`src/hdl/xirq_pkg.sv`:
```
// Constants and types shared by the interrupt request receiver
package xirq_pkg;

  // Packet framing: bit-times, control-flag boundary, byte slots
  localparam int         NUM_BT      = 12;
  localparam int         CTL_BT      = 8;
  localparam logic [3:0] BT_LAST     = 4'hb;
  localparam logic [3:0] BT_CTL_LAST = 4'h7;
  localparam int BT_CMD  = 0;
  localparam int BT_UNIT = 1;
  localparam int BT_TYPE = 3;
  localparam int BT_DST0 = 4;
  localparam int BT_VEC  = 5;
  localparam int BT_ADL  = 6;
  localparam int BT_ADH  = 7;
  localparam int BT_DST1 = 8;
  localparam int BT_DST2 = 9;
  localparam int BT_DST3 = 10;

  // Field positions inside the type byte and the unit byte
  localparam int B3_MT3  = 7;
  localparam int B3_DM   = 6;
  localparam int B3_LVL  = 5;
  localparam int B3_MTHI = 4;
  localparam int B3_MTLO = 2;
  localparam int B1_UNHI = 4;

  // Command 1010X1: bit 1 is a don't-care
  localparam logic [5:0]  CMD_VAL     = 6'h29;
  localparam logic [5:0]  CMD_MASK    = 6'h3d;
  localparam logic [15:0] ADDR_PREFIX = 16'hfdf8;
  localparam logic [7:0]  PHYS_BCAST  = 8'hff;
  localparam logic [7:0]  NONVEC_VEC  = 8'h00;

  // Message type codes
  localparam logic [3:0] MT_FIXED  = 4'h0;
  localparam logic [3:0] MT_ARB    = 4'h1;
  localparam logic [3:0] MT_SMI    = 4'h2;
  localparam logic [3:0] MT_NMI    = 4'h3;
  localparam logic [3:0] MT_INIT   = 4'h4;
  localparam logic [3:0] MT_START  = 4'h5;
  localparam logic [3:0] MT_EXTERNAL_PIC_INTERRUPT = 4'h6;
  localparam logic [3:0] MT_LNMI   = 4'hb;
  localparam logic [3:0] MT_LEXT   = 4'he;

  typedef enum logic [1:0] {
    CLS_FIXED  = 2'h0,
    CLS_ARB    = 2'h1,
    CLS_NONVEC = 2'h2,
    CLS_BAD    = 2'h3
  } xirq_class_t;

  typedef enum logic [1:0] {
    ST_HEAD = 2'h0,
    ST_TAIL = 2'h1,
    ST_EVAL = 2'h3
  } xirq_state_t;

  // Register map (byte addresses), per-destination banks of 4 words
  localparam logic [11:0] OFF_CTRL   = 12'h000;
  localparam logic [11:0] OFF_STATUS = 12'h004;
  localparam logic [11:0] OFF_LAST   = 12'h008;
  localparam logic [11:0] OFF_COUNT  = 12'h00c;
  localparam logic [11:0] OFF_PHYS   = 12'h010;
  localparam logic [11:0] OFF_LOG    = 12'h020;
  localparam logic [11:0] OFF_PRIO   = 12'h030;
  localparam logic [11:0] OFF_DEST   = 12'h040;

  // Control and status bits
  localparam int          CTRL_EN    = 0;
  localparam int          CTRL_CHK   = 1;
  localparam logic [1:0]  CTRL_RST   = 2'h3;
  localparam int          ST_W       = 6;
  localparam int          ERR_FRAME  = 0;
  localparam int          ERR_CMD    = 1;
  localparam int          ERR_PREFIX = 2;
  localparam int          ERR_TYPE   = 3;
  localparam int          ERR_DEST   = 4;
  localparam int          ERR_MIX    = 5;

  localparam logic [1:0] RESP_OKAY   = 2'h0;
  localparam logic [1:0] RESP_SLVERR = 2'h2;

endpackage

```
`src/hdl/xirq_dest_match.sv`:
```
// One destination's physical or logical address match
`timescale 1ns/100ps
module xirq_dest_match (
  // Packet fields
  input  wire logic        i_dm,
  input  wire logic [31:0] i_dest,
  // This destination's identities
  input  wire logic [7:0]  i_phys_id,
  input  wire logic [31:0] i_log_id,
  // Result
  output logic             o_hit
);

  // Physical: exact id or broadcast; logical: one-hot style overlap
  always_comb begin
    if (!i_dm) begin
      o_hit = (i_dest[7:0] == i_phys_id) ||
              (i_dest[7:0] == xirq_pkg::PHYS_BCAST);
    end else begin
      o_hit = |(i_dest & i_log_id);
    end
  end

endmodule

```
`src/hdl/xirq_receiver.sv`:
```
// Interrupt request packet receiver with AXI4-Lite register file
`timescale 1ns/100ps
// Function
// - Twelve bit-times; first eight carry control flag
// - Address bits 39:24 must read FDF8h
// - Classify: arbitrated, fixed or non-vectored
// - Arbitrated goes to at most one target, none when no target matches
// - Eight-bit vector names the source
// - Fixed goes to every addressed target
// - Targets from destination field and mode bit
// - Physical: low byte, FFh broadcasts; logical: 32-bit
// - Trigger bit: 0 edge, 1 level; unshared vectors
module xirq_receiver #(
  parameter int NUM_DEST = 4
) (
  // Clock, reset, enable
  input  wire logic                i_mclk,
  input  wire logic                i_reset,
  input  wire logic                i_ce,
  // Packet link, one bit-time per beat
  input  wire logic                i_link_valid,
  input  wire logic                i_link_ctl,
  input  wire logic [7:0]          i_link_data,
  output logic                     o_link_ready,
  // Delivery
  output logic                     o_irq_valid,
  output logic [NUM_DEST-1:0]      o_irq_targets,
  output logic [7:0]               o_irq_vector,
  output logic [1:0]               o_irq_class,
  output logic                     o_irq_level,
  output logic [3:0]               o_irq_msg_type,
  output logic [4:0]               o_irq_unit,
  // AXI4-Lite write
  input  wire logic                s_axi_awvalid,
  output logic                     s_axi_awready,
  input  wire logic [11:0]         s_axi_awaddr,
  input  wire logic                s_axi_wvalid,
  output logic                     s_axi_wready,
  input  wire logic [31:0]         s_axi_wdata,
  input  wire logic [3:0]          s_axi_wstrb,
  output logic                     s_axi_bvalid,
  input  wire logic                s_axi_bready,
  output logic [1:0]               s_axi_bresp,
  // AXI4-Lite read
  input  wire logic                s_axi_arvalid,
  output logic                     s_axi_arready,
  input  wire logic [11:0]         s_axi_araddr,
  output logic                     s_axi_rvalid,
  input  wire logic                s_axi_rready,
  output logic [31:0]              s_axi_rdata,
  output logic [1:0]               s_axi_rresp
);

  localparam int VW = 256;

  // Packet and delivery state
  xirq_pkg::xirq_state_t state_r, state_nxt;
  logic [3:0]            bt_r, bt_nxt;
  logic [7:0]            pkt_r [xirq_pkg::NUM_BT];
  logic [7:0]            pkt_nxt [xirq_pkg::NUM_BT];
  logic                  ready_r, ready_nxt, val_r, val_nxt, lvl_r, lvl_nxt;
  logic [NUM_DEST-1:0]   tgt_r, tgt_nxt;
  logic [7:0]            vec_r, vec_nxt;
  logic [1:0]            cls_r, cls_nxt;
  logic [3:0]            mt_r, mt_nxt;
  logic [4:0]            unit_r, unit_nxt;
  logic                  dm_r, dm_nxt;
  logic [31:0]           dst_r, dst_nxt;
  logic [VW-1:0]         seen_r, seen_nxt, vlvl_r, vlvl_nxt;
  logic [7:0]            fvec_r [NUM_DEST];
  logic [7:0]            fvec_nxt [NUM_DEST];
  logic [NUM_DEST-1:0]   fval_r, fval_nxt;
  logic [xirq_pkg::ST_W-1:0] err_set;

  // Register file state
  logic [1:0]            ctrl_r, ctrl_nxt;
  logic [xirq_pkg::ST_W-1:0] stat_r, stat_nxt;
  logic [31:0]           cnt_r, cnt_nxt;
  logic [7:0]            phys_r [NUM_DEST];
  logic [7:0]            phys_nxt [NUM_DEST];
  logic [31:0]           log_r [NUM_DEST];
  logic [31:0]           log_nxt [NUM_DEST];
  logic [7:0]            prio_r [NUM_DEST];
  logic [7:0]            prio_nxt [NUM_DEST];
  logic                  awf_r, awf_nxt, wf_r, wf_nxt;
  logic [11:0]           awa_r, awa_nxt;
  logic [31:0]           wd_r, wd_nxt;
  logic [3:0]            ws_r, ws_nxt;
  logic                  awrdy_r, awrdy_nxt, wrdy_r, wrdy_nxt;
  logic                  bv_r, bv_nxt, arrdy_r, arrdy_nxt, rv_r, rv_nxt;
  logic [1:0]            br_r, br_nxt, rr_r, rr_nxt;
  logic [31:0]           rd_r, rd_nxt;

  // Decoded packet fields, live while the packet is held
  logic [5:0]            f_cmd;
  logic [3:0]            f_mt;
  logic                  f_dm, f_lvl;
  logic [7:0]            f_vec;
  logic [31:0]           f_dst;
  logic [15:0]           f_pfx;
  logic [NUM_DEST-1:0]   hit;
  xirq_pkg::xirq_class_t f_cls;

  // Reserved slots (count byte low bits, last tail byte) are never read
  assign f_cmd = pkt_r[xirq_pkg::BT_CMD][5:0];
  assign f_mt  = {pkt_r[xirq_pkg::BT_TYPE][xirq_pkg::B3_MT3],
                  pkt_r[xirq_pkg::BT_TYPE][xirq_pkg::B3_MTHI:xirq_pkg::B3_MTLO]};
  assign f_dm  = pkt_r[xirq_pkg::BT_TYPE][xirq_pkg::B3_DM];
  assign f_lvl = pkt_r[xirq_pkg::BT_TYPE][xirq_pkg::B3_LVL];
  assign f_vec = pkt_r[xirq_pkg::BT_VEC];
  assign f_dst = {pkt_r[xirq_pkg::BT_DST3], pkt_r[xirq_pkg::BT_DST2],
                  pkt_r[xirq_pkg::BT_DST1], pkt_r[xirq_pkg::BT_DST0]};
  assign f_pfx = {pkt_r[xirq_pkg::BT_ADH], pkt_r[xirq_pkg::BT_ADL]};

  // Per-destination match from field and mode bit
  for (genvar g = 0; g < NUM_DEST; g++) begin : g_match
    xirq_dest_match u_match (
      .i_dm      (f_dm),
      .i_dest    (f_dst),
      .i_phys_id (phys_r[g]),
      .i_log_id  (log_r[g]),
      .o_hit     (hit[g])
    );
  end

  // Message type to class; startup carries a vector like fixed
  always_comb begin
    unique case (f_mt)
      xirq_pkg::MT_FIXED, xirq_pkg::MT_START: f_cls = xirq_pkg::CLS_FIXED;
      xirq_pkg::MT_ARB:    f_cls = xirq_pkg::CLS_ARB;
      xirq_pkg::MT_SMI, xirq_pkg::MT_NMI, xirq_pkg::MT_INIT,
      xirq_pkg::MT_EXTERNAL_PIC_INTERRUPT, xirq_pkg::MT_LNMI,
      xirq_pkg::MT_LEXT:   f_cls = xirq_pkg::CLS_NONVEC;
      default:             f_cls = xirq_pkg::CLS_BAD;
    endcase
  end

  // Framing, checking, target choice
  always_comb begin
    logic                 exp_ctl, focus_any, ok;
    logic [NUM_DEST-1:0]  pick;
    logic [7:0]           best;
    exp_ctl   = (state_r == xirq_pkg::ST_HEAD);
    focus_any = 1'b0;
    ok        = 1'b0;
    pick      = '0;
    best      = 8'hff;
    state_nxt = state_r;
    bt_nxt    = bt_r;
    pkt_nxt   = pkt_r;
    val_nxt   = 1'b0;
    tgt_nxt   = tgt_r;
    vec_nxt   = vec_r;
    cls_nxt   = cls_r;
    lvl_nxt   = lvl_r;
    mt_nxt    = mt_r;
    unit_nxt  = unit_r;
    dm_nxt    = dm_r;
    dst_nxt   = dst_r;
    seen_nxt  = seen_r;
    vlvl_nxt  = vlvl_r;
    fvec_nxt  = fvec_r;
    fval_nxt  = fval_r;
    err_set   = '0;
    unique case (state_r)
      xirq_pkg::ST_HEAD, xirq_pkg::ST_TAIL: begin
        if (i_link_valid && ready_r) begin
          if (i_link_ctl != exp_ctl) begin
            // Misframed beat: drop the partial packet, resync at head
            err_set[xirq_pkg::ERR_FRAME] = 1'b1;
            state_nxt = xirq_pkg::ST_HEAD;
            bt_nxt    = '0;
          end else begin
            pkt_nxt[bt_r] = i_link_data;
            bt_nxt        = bt_r + 4'h1;
            if (bt_r == xirq_pkg::BT_CTL_LAST) begin
              state_nxt = xirq_pkg::ST_TAIL;
            end
            if (bt_r == xirq_pkg::BT_LAST) begin
              state_nxt = xirq_pkg::ST_EVAL;
              bt_nxt    = '0;
            end
          end
        end
      end
      xirq_pkg::ST_EVAL: begin
        state_nxt = xirq_pkg::ST_HEAD;
        err_set[xirq_pkg::ERR_CMD] =
          (f_cmd & xirq_pkg::CMD_MASK) != xirq_pkg::CMD_VAL;
        err_set[xirq_pkg::ERR_PREFIX] = ctrl_r[xirq_pkg::CTRL_CHK] &&
          (f_pfx != xirq_pkg::ADDR_PREFIX);
        err_set[xirq_pkg::ERR_TYPE] = (f_cls == xirq_pkg::CLS_BAD) ||
          ((f_cls == xirq_pkg::CLS_NONVEC) &&
           ((f_vec != xirq_pkg::NONVEC_VEC) || f_lvl));
        err_set[xirq_pkg::ERR_DEST] = !f_dm && (f_dst[31:8] != '0);
        err_set[xirq_pkg::ERR_MIX] = (f_cls != xirq_pkg::CLS_NONVEC) &&
          seen_r[f_vec] && (vlvl_r[f_vec] != f_lvl);
        ok = ctrl_r[xirq_pkg::CTRL_EN] && (err_set == '0);
        // Focus processor first, else lowest priority value
        for (int i = 0; i < NUM_DEST; i++) begin
          if (!focus_any && hit[i] && fval_r[i] && fvec_r[i] == f_vec) begin
            focus_any = 1'b1;
            pick      = '0;
            pick[i]   = 1'b1;
          end
        end
        for (int i = 0; i < NUM_DEST; i++) begin
          if (!focus_any && hit[i] && (pick == '0 || prio_r[i] < best)) begin
            best    = prio_r[i];
            pick    = '0;
            pick[i] = 1'b1;
          end
        end
        if (ok) begin
          val_nxt  = 1'b1;
          tgt_nxt  = (f_cls == xirq_pkg::CLS_ARB) ? pick : hit;
          vec_nxt  = f_vec;
          cls_nxt  = f_cls;
          lvl_nxt  = f_lvl;
          mt_nxt   = f_mt;
          unit_nxt = pkt_r[xirq_pkg::BT_UNIT][xirq_pkg::B1_UNHI:0];
          dm_nxt   = f_dm;
          dst_nxt  = f_dst;
          if (f_cls != xirq_pkg::CLS_NONVEC) begin
            seen_nxt[f_vec] = 1'b1;
            vlvl_nxt[f_vec] = f_lvl;
          end
          for (int i = 0; i < NUM_DEST; i++) begin
            if (f_cls == xirq_pkg::CLS_ARB && pick[i]) begin
              fval_nxt[i] = 1'b1;
              fvec_nxt[i] = f_vec;
            end
          end
        end
      end
      default: begin
        state_nxt = xirq_pkg::ST_HEAD;
        bt_nxt    = '0;
      end
    endcase
    ready_nxt = (state_nxt != xirq_pkg::ST_EVAL);
  end

  always_ff @(posedge i_mclk or posedge i_reset) begin
    if (i_reset) begin
      state_r <= xirq_pkg::ST_HEAD;
      bt_r    <= '0;
      pkt_r   <= '{default: '0};
      ready_r <= 1'b0;
      val_r   <= 1'b0;
      tgt_r   <= '0;
      vec_r   <= '0;
      cls_r   <= '0;
      lvl_r   <= 1'b0;
      mt_r    <= '0;
      unit_r  <= '0;
      dm_r    <= 1'b0;
      dst_r   <= '0;
      seen_r  <= '0;
      vlvl_r  <= '0;
      fvec_r  <= '{default: '0};
      fval_r  <= '0;
    end else if (i_ce) begin
      state_r <= state_nxt;
      bt_r    <= bt_nxt;
      pkt_r   <= pkt_nxt;
      ready_r <= ready_nxt;
      val_r   <= val_nxt;
      tgt_r   <= tgt_nxt;
      vec_r   <= vec_nxt;
      cls_r   <= cls_nxt;
      lvl_r   <= lvl_nxt;
      mt_r    <= mt_nxt;
      unit_r  <= unit_nxt;
      dm_r    <= dm_nxt;
      dst_r   <= dst_nxt;
      seen_r  <= seen_nxt;
      vlvl_r  <= vlvl_nxt;
      fvec_r  <= fvec_nxt;
      fval_r  <= fval_nxt;
    end
  end

  // Byte-lane merge of a write into a register word
  function automatic logic [31:0] merge(input logic [31:0] old,
                                        input logic [31:0] d,
                                        input logic [3:0]  s);
    logic [31:0] r;
    r = old;
    for (int b = 0; b < 4; b++) begin
      if (s[b]) r[8*b +: 8] = d[8*b +: 8];
    end
    return r;
  endfunction

  // Bus slave; address and data latch in either order, one at a time
  always_comb begin
    logic        hit_w, hit_r;
    logic [31:0] word;
    logic [1:0]  idx;
    hit_w    = 1'b0;
    hit_r    = 1'b0;
    word     = '0;
    idx      = '0;
    ctrl_nxt = ctrl_r;
    phys_nxt = phys_r;
    log_nxt  = log_r;
    prio_nxt = prio_r;
    awf_nxt  = awf_r;
    awa_nxt  = awa_r;
    wf_nxt   = wf_r;
    wd_nxt   = wd_r;
    ws_nxt   = ws_r;
    bv_nxt   = bv_r && !s_axi_bready;
    br_nxt   = br_r;
    rv_nxt   = rv_r && !s_axi_rready;
    rr_nxt   = rr_r;
    rd_nxt   = rd_r;
    stat_nxt = stat_r;
    cnt_nxt  = val_r ? cnt_r + 32'h1 : cnt_r;
    if (s_axi_awvalid && awrdy_r) begin
      awf_nxt = 1'b1;
      awa_nxt = s_axi_awaddr;
    end
    if (s_axi_wvalid && wrdy_r) begin
      wf_nxt = 1'b1;
      wd_nxt = s_axi_wdata;
      ws_nxt = s_axi_wstrb;
    end
    if (awf_r && wf_r && !bv_r) begin
      idx   = awa_r[3:2];
      hit_w = 1'b1;
      if (awa_r == xirq_pkg::OFF_CTRL) begin
        word     = merge({30'h0, ctrl_r}, wd_r, ws_r);
        ctrl_nxt = word[1:0];
      end else if (awa_r == xirq_pkg::OFF_STATUS) begin
        if (ws_r[0]) stat_nxt = stat_r & ~wd_r[xirq_pkg::ST_W-1:0];
      end else if (32'(idx) < NUM_DEST &&
                   awa_r[11:4] == xirq_pkg::OFF_PHYS[11:4]) begin
        word          = merge({24'h0, phys_r[idx]}, wd_r, ws_r);
        phys_nxt[idx] = word[7:0];
      end else if (32'(idx) < NUM_DEST &&
                   awa_r[11:4] == xirq_pkg::OFF_LOG[11:4]) begin
        log_nxt[idx]  = merge(log_r[idx], wd_r, ws_r);
      end else if (32'(idx) < NUM_DEST &&
                   awa_r[11:4] == xirq_pkg::OFF_PRIO[11:4]) begin
        word          = merge({24'h0, prio_r[idx]}, wd_r, ws_r);
        prio_nxt[idx] = word[7:0];
      end else begin
        hit_w = 1'b0;
      end
      awf_nxt = 1'b0;
      wf_nxt  = 1'b0;
      bv_nxt  = 1'b1;
      br_nxt  = hit_w ? xirq_pkg::RESP_OKAY : xirq_pkg::RESP_SLVERR;
    end
    // Hardware errors set after the clear so a coincident event survives
    stat_nxt = stat_nxt | err_set;
    if (s_axi_arvalid && arrdy_r) begin
      idx   = s_axi_araddr[3:2];
      hit_r = 1'b1;
      word  = '0;
      if (s_axi_araddr == xirq_pkg::OFF_CTRL) word = {30'h0, ctrl_r};
      else if (s_axi_araddr == xirq_pkg::OFF_STATUS) word = 32'(stat_r);
      else if (s_axi_araddr == xirq_pkg::OFF_LAST)
        word = {11'h0, unit_r, lvl_r, dm_r, cls_r, mt_r, vec_r};
      else if (s_axi_araddr == xirq_pkg::OFF_COUNT) word = cnt_r;
      else if (s_axi_araddr == xirq_pkg::OFF_DEST) word = dst_r;
      else if (32'(idx) < NUM_DEST &&
               s_axi_araddr[11:4] == xirq_pkg::OFF_PHYS[11:4])
        word = {24'h0, phys_r[idx]};
      else if (32'(idx) < NUM_DEST &&
               s_axi_araddr[11:4] == xirq_pkg::OFF_LOG[11:4])
        word = log_r[idx];
      else if (32'(idx) < NUM_DEST &&
               s_axi_araddr[11:4] == xirq_pkg::OFF_PRIO[11:4])
        word = {24'h0, prio_r[idx]};
      else hit_r = 1'b0;
      rv_nxt = 1'b1;
      rd_nxt = word;
      rr_nxt = hit_r ? xirq_pkg::RESP_OKAY : xirq_pkg::RESP_SLVERR;
    end
    awrdy_nxt = !awf_nxt && !bv_nxt;
    wrdy_nxt  = !wf_nxt && !bv_nxt;
    arrdy_nxt = !rv_nxt;
  end

  always_ff @(posedge i_mclk or posedge i_reset) begin
    if (i_reset) begin
      ctrl_r  <= xirq_pkg::CTRL_RST;
      stat_r  <= '0;
      cnt_r   <= '0;
      phys_r  <= '{default: '0};
      log_r   <= '{default: '0};
      prio_r  <= '{default: '0};
      awf_r   <= 1'b0;
      awa_r   <= '0;
      wf_r    <= 1'b0;
      wd_r    <= '0;
      ws_r    <= '0;
      awrdy_r <= 1'b0;
      wrdy_r  <= 1'b0;
      bv_r    <= 1'b0;
      br_r    <= '0;
      arrdy_r <= 1'b0;
      rv_r    <= 1'b0;
      rr_r    <= '0;
      rd_r    <= '0;
    end else if (i_ce) begin
      ctrl_r  <= ctrl_nxt;
      stat_r  <= stat_nxt;
      cnt_r   <= cnt_nxt;
      phys_r  <= phys_nxt;
      log_r   <= log_nxt;
      prio_r  <= prio_nxt;
      awf_r   <= awf_nxt;
      awa_r   <= awa_nxt;
      wf_r    <= wf_nxt;
      wd_r    <= wd_nxt;
      ws_r    <= ws_nxt;
      awrdy_r <= awrdy_nxt;
      wrdy_r  <= wrdy_nxt;
      bv_r    <= bv_nxt;
      br_r    <= br_nxt;
      arrdy_r <= arrdy_nxt;
      rv_r    <= rv_nxt;
      rr_r    <= rr_nxt;
      rd_r    <= rd_nxt;
    end
  end

  // Outputs straight from flops
  assign o_link_ready   = ready_r;
  assign o_irq_valid    = val_r;
  assign o_irq_targets  = tgt_r;
  assign o_irq_vector   = vec_r;
  assign o_irq_class    = cls_r;
  assign o_irq_level    = lvl_r;
  assign o_irq_msg_type = mt_r;
  assign o_irq_unit     = unit_r;
  assign s_axi_awready  = awrdy_r;
  assign s_axi_wready   = wrdy_r;
  assign s_axi_bvalid   = bv_r;
  assign s_axi_bresp    = br_r;
  assign s_axi_arready  = arrdy_r;
  assign s_axi_rvalid   = rv_r;
  assign s_axi_rdata    = rd_r;
  assign s_axi_rresp    = rr_r;
endmodule

```
`config.mk`:
```
export PLATFORM = sky130hd
export DESIGN_NAME = xirq_receiver
export DESIGN_NICKNAME = d
export VERILOG_FILES = /design/src/hdl/xirq_pkg.sv /design/src/hdl/xirq_dest_match.sv /design/src/hdl/xirq_receiver.sv
export SDC_FILE = /design/constraint.sdc
export NUM_CORES = 2
export LEC_CHECK = 0
export ABC_AREA = 1
export BUFFER_PORTS_ARGS = -buffer_cell sky130_fd_sc_hd__buf_2
export CORE_AREA = 10 10 320 322
export CTS_CLUSTER_SIZE = 25
export DETAILED_ROUTE_END_ITERATION = 10
export DIE_AREA = 0 0 330 332
export HOLD_SLACK_MARGIN = 0.03
export PLACE_DENSITY = 0.66
export SETUP_SLACK_MARGIN = 0.02
export SLEW_MARGIN = 20
export SYNTH_ARGS = -nofsm -noshare
export SYNTH_HDL_FRONTEND = slang
export SYNTH_SLANG_ARGS = --single-unit
export TNS_END_PERCENT = 50
```
`constraint.sdc`:
```
create_clock -name i_mclk -period 42.4 [get_ports i_mclk]
set_input_delay 2.12 -clock i_mclk [delete_from_list [all_inputs] [get_ports i_mclk]]
set_output_delay 2.12 -clock i_mclk [all_outputs]
set_load 0.005 [all_outputs]
```
Word-level counts from Yosys, hierarchy flattened
Memories as Yosys holds them, arrays and structs flattened.
Cells that the tools add are included.
{"block": "totals", "register_bits": 1032, "out_inout_bits": 67, "mem_count": 1, "romBits": 32}
{"block": "op_classes", "bitwise_logic": 17, "eq_ne": 34, "add_sub_neg": 2, "n_reduce_logical": 96, "n_lt_le_gt_ge": 11, "n_mux": 153}
{"memory": "(name not given)", "words": 16, "width": 2, "rd": 1, "rd_clocked_by_memory_dff": 0, "wr": 0, "line_no": "xirq_receiver.sv:128", "rtl": "unique case (f_mt)"}
{"cell": "8-bit two-way mux", "n": 53}
{"cell": "32-bit two-way mux", "n": 12}
{"cell": "256-bit bitwise mux", "n": 1}
{"cell": "256-bit bitwise OR", "n": 1}
{"cell": "32-bit AND", "n": 4}
{"cell": "32-bit binary-select mux with 2-bit select", "n": 2}
{"cell": "128-bit bitwise mux", "n": 1}
{"cell": "32-bit OR reduction", "n": 4}
{"cell": "96-bit bitwise mux", "n": 1}
{"cell": "8-bit binary-select mux with 2-bit select", "n": 4}
{"cell": "32-bit bitwise mux", "n": 2}
{"cell": "32-bit demux with 2-bit select", "n": 1}
{"cell": "8-bit == test", "n": 8}
{"cell": "4-bit two-way mux", "n": 16}
{"cell": "1-bit logical AND", "n": 42}
{"cell": "1-bit two-way mux", "n": 42}
{"cell": "32-bit by 1-bit adder with 32-bit output, second input constant", "n": 1}
{"cell": "8-bit demux with 4-bit select", "n": 1}
{"cell": "8-bit by 2-bit == test with 1-bit output, second input constant", "n": 4}
{"cell": "4-bit AND reduction", "n": 7}
{"cell": "12-bit by 3-bit == test with 1-bit output, second input constant", "n": 2}
{"cell": "12-bit by 4-bit == test with 1-bit output, second input constant", "n": 2}
{"cell": "12-bit logical NOT", "n": 2}
{"cell": "8-bit < comparator", "n": 3}
{"cell": "other kinds (45)", "n": 97}

Logic depth before layout (Yosys ltp)
{"block": "logic_depth", "word_depth": 47, "ltp_mapped": 51, "mapped_depth_nobuf": 48}

Cells and area by module
Synthesis repeated with hierarchy kept, for this count alone.
{"block": "unflattened", "cells_unflattened": 5783, "hier_area_um2": 47553.1}
{"mod": "xirq_receiver", "cells_each": 5407, "n_inst": 1, "area_each_um2": 45991.6}
{"mod": "xirq_dest_match", "cells_each": 94, "n_inst": 4, "area_each_um2": 390.4}

Least setup slack after synthesis
Ideal clock, no wire load.
{"block": "synth_path", "path_kind": "register to register", "startpoint": "register pkt_r, in the netlist f_dst[7]", "endpoint": "register fvec_r[0] (netlist name)", "path_slack_ns": 37.212, "path_buffers": 4, "setup_ns": 0.062, "t_required_ns": 42.338, "stages_incl_launch_ff": 45, "arrival_time_ns": 5.125, "path_cell_list": "dfrtp_1 -> buf_6 -> nand2_1 -> nand2_1 -> nor2_1 -> nand2_1 -> nor2_1 -> nand3_1 -> nand2_1 -> nor2_2 -> nor2_2 -> nand2_1 -> nor2_1 -> ha_1 -> a21oi_1 -> nor2_1 -> a211oi_1 -> nand2_1 -> (+9 left out) -> nand2_2 -> nand2_4 -> clkbuf_1 -> nand2_1 -> o21ai_0 -> ha_1 -> a21oi_1 -> nor2_1 -> a211oi_1 -> nand2_1 -> nand2_1 -> nand2_2 -> buf_8 -> nand2_8 -> nand2_8 -> nand2_2 -> nand2_1 -> inv_1"}
{"block": "synth_via", "elab_chain_cells": 47, "word_cells_on_any_way": 84}
{"element": "from (decl)", "line_no": "xirq_receiver.sv:59", "rtl": "logic [7:0] pkt_r [xirq_pkg::NUM_BT];"}
{"element": "from (signal assigned)", "line_no": "xirq_receiver.sv:266", "rtl": "pkt_r <= pkt_nxt;"}
{"element": "32-bit AND (tied with other cells)", "line_no": "xirq_dest_match.sv:20", "rtl": "o_hit = |(i_dest & i_log_id);"}
{"element": "32-bit OR reduction / 1-bit logical OR (equally long branches)", "line_no": "xirq_dest_match.sv:20, xirq_dest_match.sv:17"}
{"element": "1-bit two-way mux", "line_no": "xirq_dest_match.sv:16", "rtl": "if (!i_dm) begin"}
{"element": "1-bit logical AND (2 in a row)", "line_no": "xirq_receiver.sv:201", "rtl": "if (!focus_any && hit[i] && fval_r[i] && fvec_r[i] == f_vec) begin"}
{"element": "1-bit two-way mux", "line_no": "xirq_receiver.sv:201"}
{"element": "1-bit two-way mux", "line_no": "xirq_receiver.sv:165", "rtl": "unique case (state_r)"}
{"element": "1-bit logical NOT", "line_no": "xirq_receiver.sv:201"}
{"element": "1-bit logical AND (3 in a row)", "line_no": "xirq_receiver.sv:201"}
{"element": "(+28 left out)"}
{"element": "8-bit two-way mux / 4-bit two-way mux (equally long branches)", "line_no": "xirq_receiver.sv:165"}
{"element": "8-bit < comparator / 4-bit logical NOT (equally long branches)", "line_no": "xirq_receiver.sv:208", "rtl": "if (!focus_any && hit[i] && (pick == '0 || prio_r[i] < best)) begin"}
{"element": "1-bit logical OR", "line_no": "xirq_receiver.sv:208"}
{"element": "1-bit logical AND", "line_no": "xirq_receiver.sv:208"}
{"element": "4-bit two-way mux (*)", "line_no": "xirq_receiver.sv:208"}
{"element": "4-bit two-way mux (*)", "line_no": "xirq_receiver.sv:165"}
{"element": "1-bit logical AND (*)", "line_no": "xirq_receiver.sv:229", "rtl": "if (f_cls == xirq_pkg::CLS_ARB && pick[i]) begin"}
{"element": "4-bit AND reduction (no source line) (*)"}
{"element": "to (signal assigned)", "line_no": "xirq_receiver.sv:279", "rtl": "fvec_r <= fvec_nxt;"}
{"element": "to (decl)", "line_no": "xirq_receiver.sv:70", "rtl": "logic [7:0] fvec_r [NUM_DEST];"}
Mark *: on every way between the ends. The rest lies on a longest branch, timed or not. The select of a mux whose other input is x is not followed.
A chain may end at the register's enable or synchronous reset.

Worst setup path after layout
{"block": "layout_path", "startpoint": "register pkt_r, in the netlist f_vec[6]", "endpoint": "register fvec_r[13] (netlist name)"}
{"block": "layout_via", "elab_chain_cells": 44, "word_cells_on_any_way": 79}
{"element": "8-bit == test", "line_no": "xirq_receiver.sv:201"}
{"element": "1-bit logical AND", "line_no": "xirq_receiver.sv:201"}
{"element": "1-bit two-way mux", "line_no": "xirq_receiver.sv:201"}
{"element": "1-bit two-way mux", "line_no": "xirq_receiver.sv:165"}
{"element": "1-bit logical NOT", "line_no": "xirq_receiver.sv:201"}
{"element": "1-bit logical AND (3 in a row)", "line_no": "xirq_receiver.sv:201"}
{"element": "1-bit two-way mux", "line_no": "xirq_receiver.sv:201"}
{"element": "1-bit two-way mux", "line_no": "xirq_receiver.sv:165"}
{"element": "(+26 left out)"}
{"element": "8-bit two-way mux / 4-bit two-way mux (equally long branches)", "line_no": "xirq_receiver.sv:165"}
{"element": "8-bit < comparator / 4-bit logical NOT (equally long branches)", "line_no": "xirq_receiver.sv:208"}
{"element": "1-bit logical OR", "line_no": "xirq_receiver.sv:208"}
{"element": "1-bit logical AND", "line_no": "xirq_receiver.sv:208"}
{"element": "4-bit two-way mux", "line_no": "xirq_receiver.sv:208"}
{"element": "4-bit two-way mux", "line_no": "xirq_receiver.sv:165"}
{"element": "1-bit logical AND", "line_no": "xirq_receiver.sv:229"}
{"element": "4-bit AND reduction (no source line) (*)"}
Marks and branches as above.

==> summary.md <==
| Metric | Value |
|---|---|
| Status | `finished, final reports clean` |
| I/O pin cnt | `145` |
| CP endpoint | `fvec_r[13]$_DFFE_PP0P_` |
| Clk Latency, worst-skew pair | `0.73 ns` |
| CP peak stage delay | `0.80 ns` |
| H-tree depth | `3` |
| Startpoint Class | `flip-flop` |
| Crit path max-delay cell type | `dfrtp_1` |
| Fin crit share | `0.165` |
| Fillers | `8,872` |
| Vias | `42,800` |
| Leak Pwr | `24.8 nW` |
| CTS tree | `yes` |
| Routed wire length per instance | `24.2 um` |
| Met1 WL | `70,500 um` |
| Power, Total | `0.00260 W` |
| Post-Syn Area | `0.0476 sq mm` |
| Clock buffer depth | `3` |
| CP arrival | `7.59 ns` |
| Vias in the first global route | `40,200` |
| Post-synthesis adder-cell area fraction | `0.00631` |
| Num CTS Buffers | `108` |
| Share of synthesized flip-flops with an asynchronous set or reset | `1.00` |
| Highest Signal Layer | `met5` |
| Root Buffer | `clkbuf_16` |
| Hold buffer count at cts | `0` |
| Clock-pin transition on the worst setup and hold timing paths | `0.06 ns` |
| Die width | `330 um` |
| Crit path max-delay family | `simple AND/OR/NAND/NOR gates` |
| Multiplexer share of the synthesized area | `0.000683` |
| Worst path required time | `43.01 ns` |
| Origin of the worst setup path | `f_vec[6]$_DFFE_PP0P_` |
| Syn_area_per_cell | `8.29 sq um` |
| Commonest cells after routing, fill and taps aside | `nand2_1, dfrtp_1, o21ai_0, inv_1, a21oi_1` |
| Setup bufs post-CTS | `0` |
| Layout Utilization | `0.554` |
| Peak VDD IR | `0.0000344 V` |
| Flop2flop setup slack | `35.43 ns` |
| RSZ-0062 raised after global routing | `false` |
| DPL Wire Length | `112,000 um` |
| Total die area | `0.110 sq mm` |
| DRT Wirelength | `173,000 um` |
| Grt total ovfl | `0` |
| YS warnings | `0` |
| Mapped Cells | `5,744` |
| Final setup fails | `0` |
| Seq/Total Area, Yosys | `0.529` |
| Tot GR Track Use | `0.308` |
| Slew Viols, Final | `0` |
| Cell taking the most area after synthesis | `dfrtp_1` |
| Core Area | `0.0960 sq mm` |
| Worst path depth | `38` |
| Area of the multi-input gates | `0.0190 sq mm` |
| Slew HR | `0.199` |
| Commonest non-fill, non-tap cell in the layout | `nand2_1` |
| Largest family of logic cells by synthesized area | `compound AO/OA/AOI/OAI gates` |
| DRT iter0 DRCs | `5,340` |
| Routability cong. | `0.994` |
| Global-route wire length before repair | `259,000 um` |
| Non-filler cells, final | `7,141` |
| Post-synth cell types | `66` |
| Hold WC Path Type | `reg -> reg` |
| R2R Path End | `fvec_r[13]$_DFFE_PP0P_` |
| Nets | `5,877` |
| Placed Cells | `6,940` |
| Post-synthesis simple-gate area fraction | `0.186` |
| Routed wl met2 | `76,900 um` |
| Met3 WL | `16,500 um` |
| Number of remaining DRC errors | `0` |
| Xor/xnor share of the synthesized area | `0.0105` |
| Max Clk Rate | `143 MHz` |
| Hold Violations, Final | `0` |
| Compound-Gate Fraction of Synth Area | `0.192` |
| DIE HEIGHT | `332 um` |
| TritonRoute pass-1 iters | `6` |
| PwrDens | `48.8 mW/mm^2` |
| Setup_tns | `0 ns` |
| Max Cap Viol | `0` |
| Setup Crit Path Kind | `reg -> reg` |
| Critical path peak fanout | `20` |
| FF-to-FF path depth | `38` |
| Hold WS | `0.452 ns` |
| Storage cell area | `0.0252 sq mm` |
| Final min period | `6.98 ns` |
| Worst Hold Depth | `2` |
| Slew @ Worst Pin | `1.20 ns` |
| CTS resizes | `0` |
| Fraction of layout cells with a size suffix above 1 | `0.0860` |
| Starting Density | `0.496` |
| # rows | `114` |
| FF-to-FF Start | `f_vec[6]$_DFFE_PP0P_` |
| Setup Skew | `0.0295 ns` |
| Post-route ant nets | `0` |
| CP Buf/Inv Count | `2` |
| Initial antenna violation count | `2` |
| Largest cells by area after synthesis | `dfrtp_1, nand2_1, o21ai_0, inv_1, a22oi_1` |
| Clock sinks | `1,006` |
| Synth Register Bits | `1,006` |
| Largest net degree at the start of global routing | `185` |
| Drt via density | `6.00` |
| CP endpoint kind | `flip-flop` |
| Top FF cell, synth | `dfrtp_1` |
| Post-synth EDFFs | `0` |
| Yosys top cell area share | `0.528` |
| P&R area growth vs syn | `11.7%` |
| IO Port Bufs | `142` |
==> metal layers <==
layer,GRT usage,vias up
li1,-,19300
met1,0.423,20700
met2,0.464,2311
met3,0.0614,468
met4,0.148,2
met5,0,-
==> cell usage after synthesis, types with 16 or more instances <==
library cell,count
ha_1,24
nand3_1,79
inv_1,587
o21bai_1,26
clkbuf_1,224
nand2_1,1702
a41oi_1,18
xor2_1,29
xnor2_1,28
nor4_1,32
a21oi_1,208
o21ai_0,707
a22oi_1,192
nand2_2,20
buf_2,45
o2111ai_1,16
a221oi_1,19
buf_1,16
dfrtp_1,1004
o21ai_1,19
o22ai_1,136
nand4_1,72
nor2_1,211
nor3_1,46
o221ai_1,51
a31oi_1,105
==> worst reg2reg max path: cells and delay by family, from the launching register on <==
family / cells / cell delay (ns)
simple gates: 24 / 3.30
compound gates: 9 / 1.44
fa+ha+maj: 3 / 0.85
flops: 1 / 0.80
buf+inv: 2 / 0.47
==> state kept, by name, summed over array words and instances (netlist names), 5 cells and up <==
register      flops
dst_r            32
f_pfx            16
f_vec             8
phys_r           32
o_irq_unit        5
f_dst            32
wd_r             32
pkt_r             5
o_irq_vector      8
awa_r            12
log_r           128
f_cmd             5
vlvl_r          256
stat_r            6
fvec_r           32
seen_r          256
prio_r           32
cnt_r            32
s_axi_rdata      32
==> stage by stage <==
stage	setup slack, ns	instance area, sq um
CTS	35.50	53100
floorplan	11.98	47600
global placement	35.57	49500
finish	35.43	53200
global route	34.70	53200
detailed placement	35.56	49500
==> how the worst min path moves through the flow <==
stage,start,endpoint
global route,seen_r[222]$_DFFE_PP0P_,seen_r[222]$_DFFE_PP0P_
detailed placement,seen_r[107]$_DFFE_PP0P_,seen_r[107]$_DFFE_PP0P_
floorplan,seen_r[192]$_DFFE_PP0P_,seen_r[192]$_DFFE_PP0P_
finish,seen_r[207]$_DFFE_PP0P_,seen_r[207]$_DFFE_PP0P_
global placement,seen_r[158]$_DFFE_PP0P_,seen_r[158]$_DFFE_PP0P_
CTS,seen_r[107]$_DFFE_PP0P_,seen_r[107]$_DFFE_PP0P_
==> cells by family (layout without fill, tap and decap cells) <==
kind of cell,Yosys count,after routing
buffers and inverters,916,1034
multiplexers,3,3
AND/OR/NAND/NOR,2192,2192
XOR/XNOR,57,57
other,1,4
adder cells (fa/ha/maj),24,24
AO/OA/AOI/OAI,1545,1545
flip-flops,1006,1006
==> cell type report <==
type / instances / area share
antenna: 2 / 0.0000941
tap: 1276 / 0.0300
clock buffer: 155 / 0.0587
timing repair buffer: 225 / 0.0262
multi-input combinational: 3823 / 0.358
sequential: 1006 / 0.473
clock inverter: 43 / 0.0103
inverter: 611 / 0.0435
==> power breakdown <==
part | switching, W | leakage (nW) | internal, W
sequential | 0.0000755 | 12.2 | 0.00101
clock | 0.000407 | 1.81 | 0.000572
combinational | 0.000406 | 10.8 | 0.000127
total | 0.000888 | 24.8 | 0.00171
No activity file was read; power rests on OpenSTA's default activity.
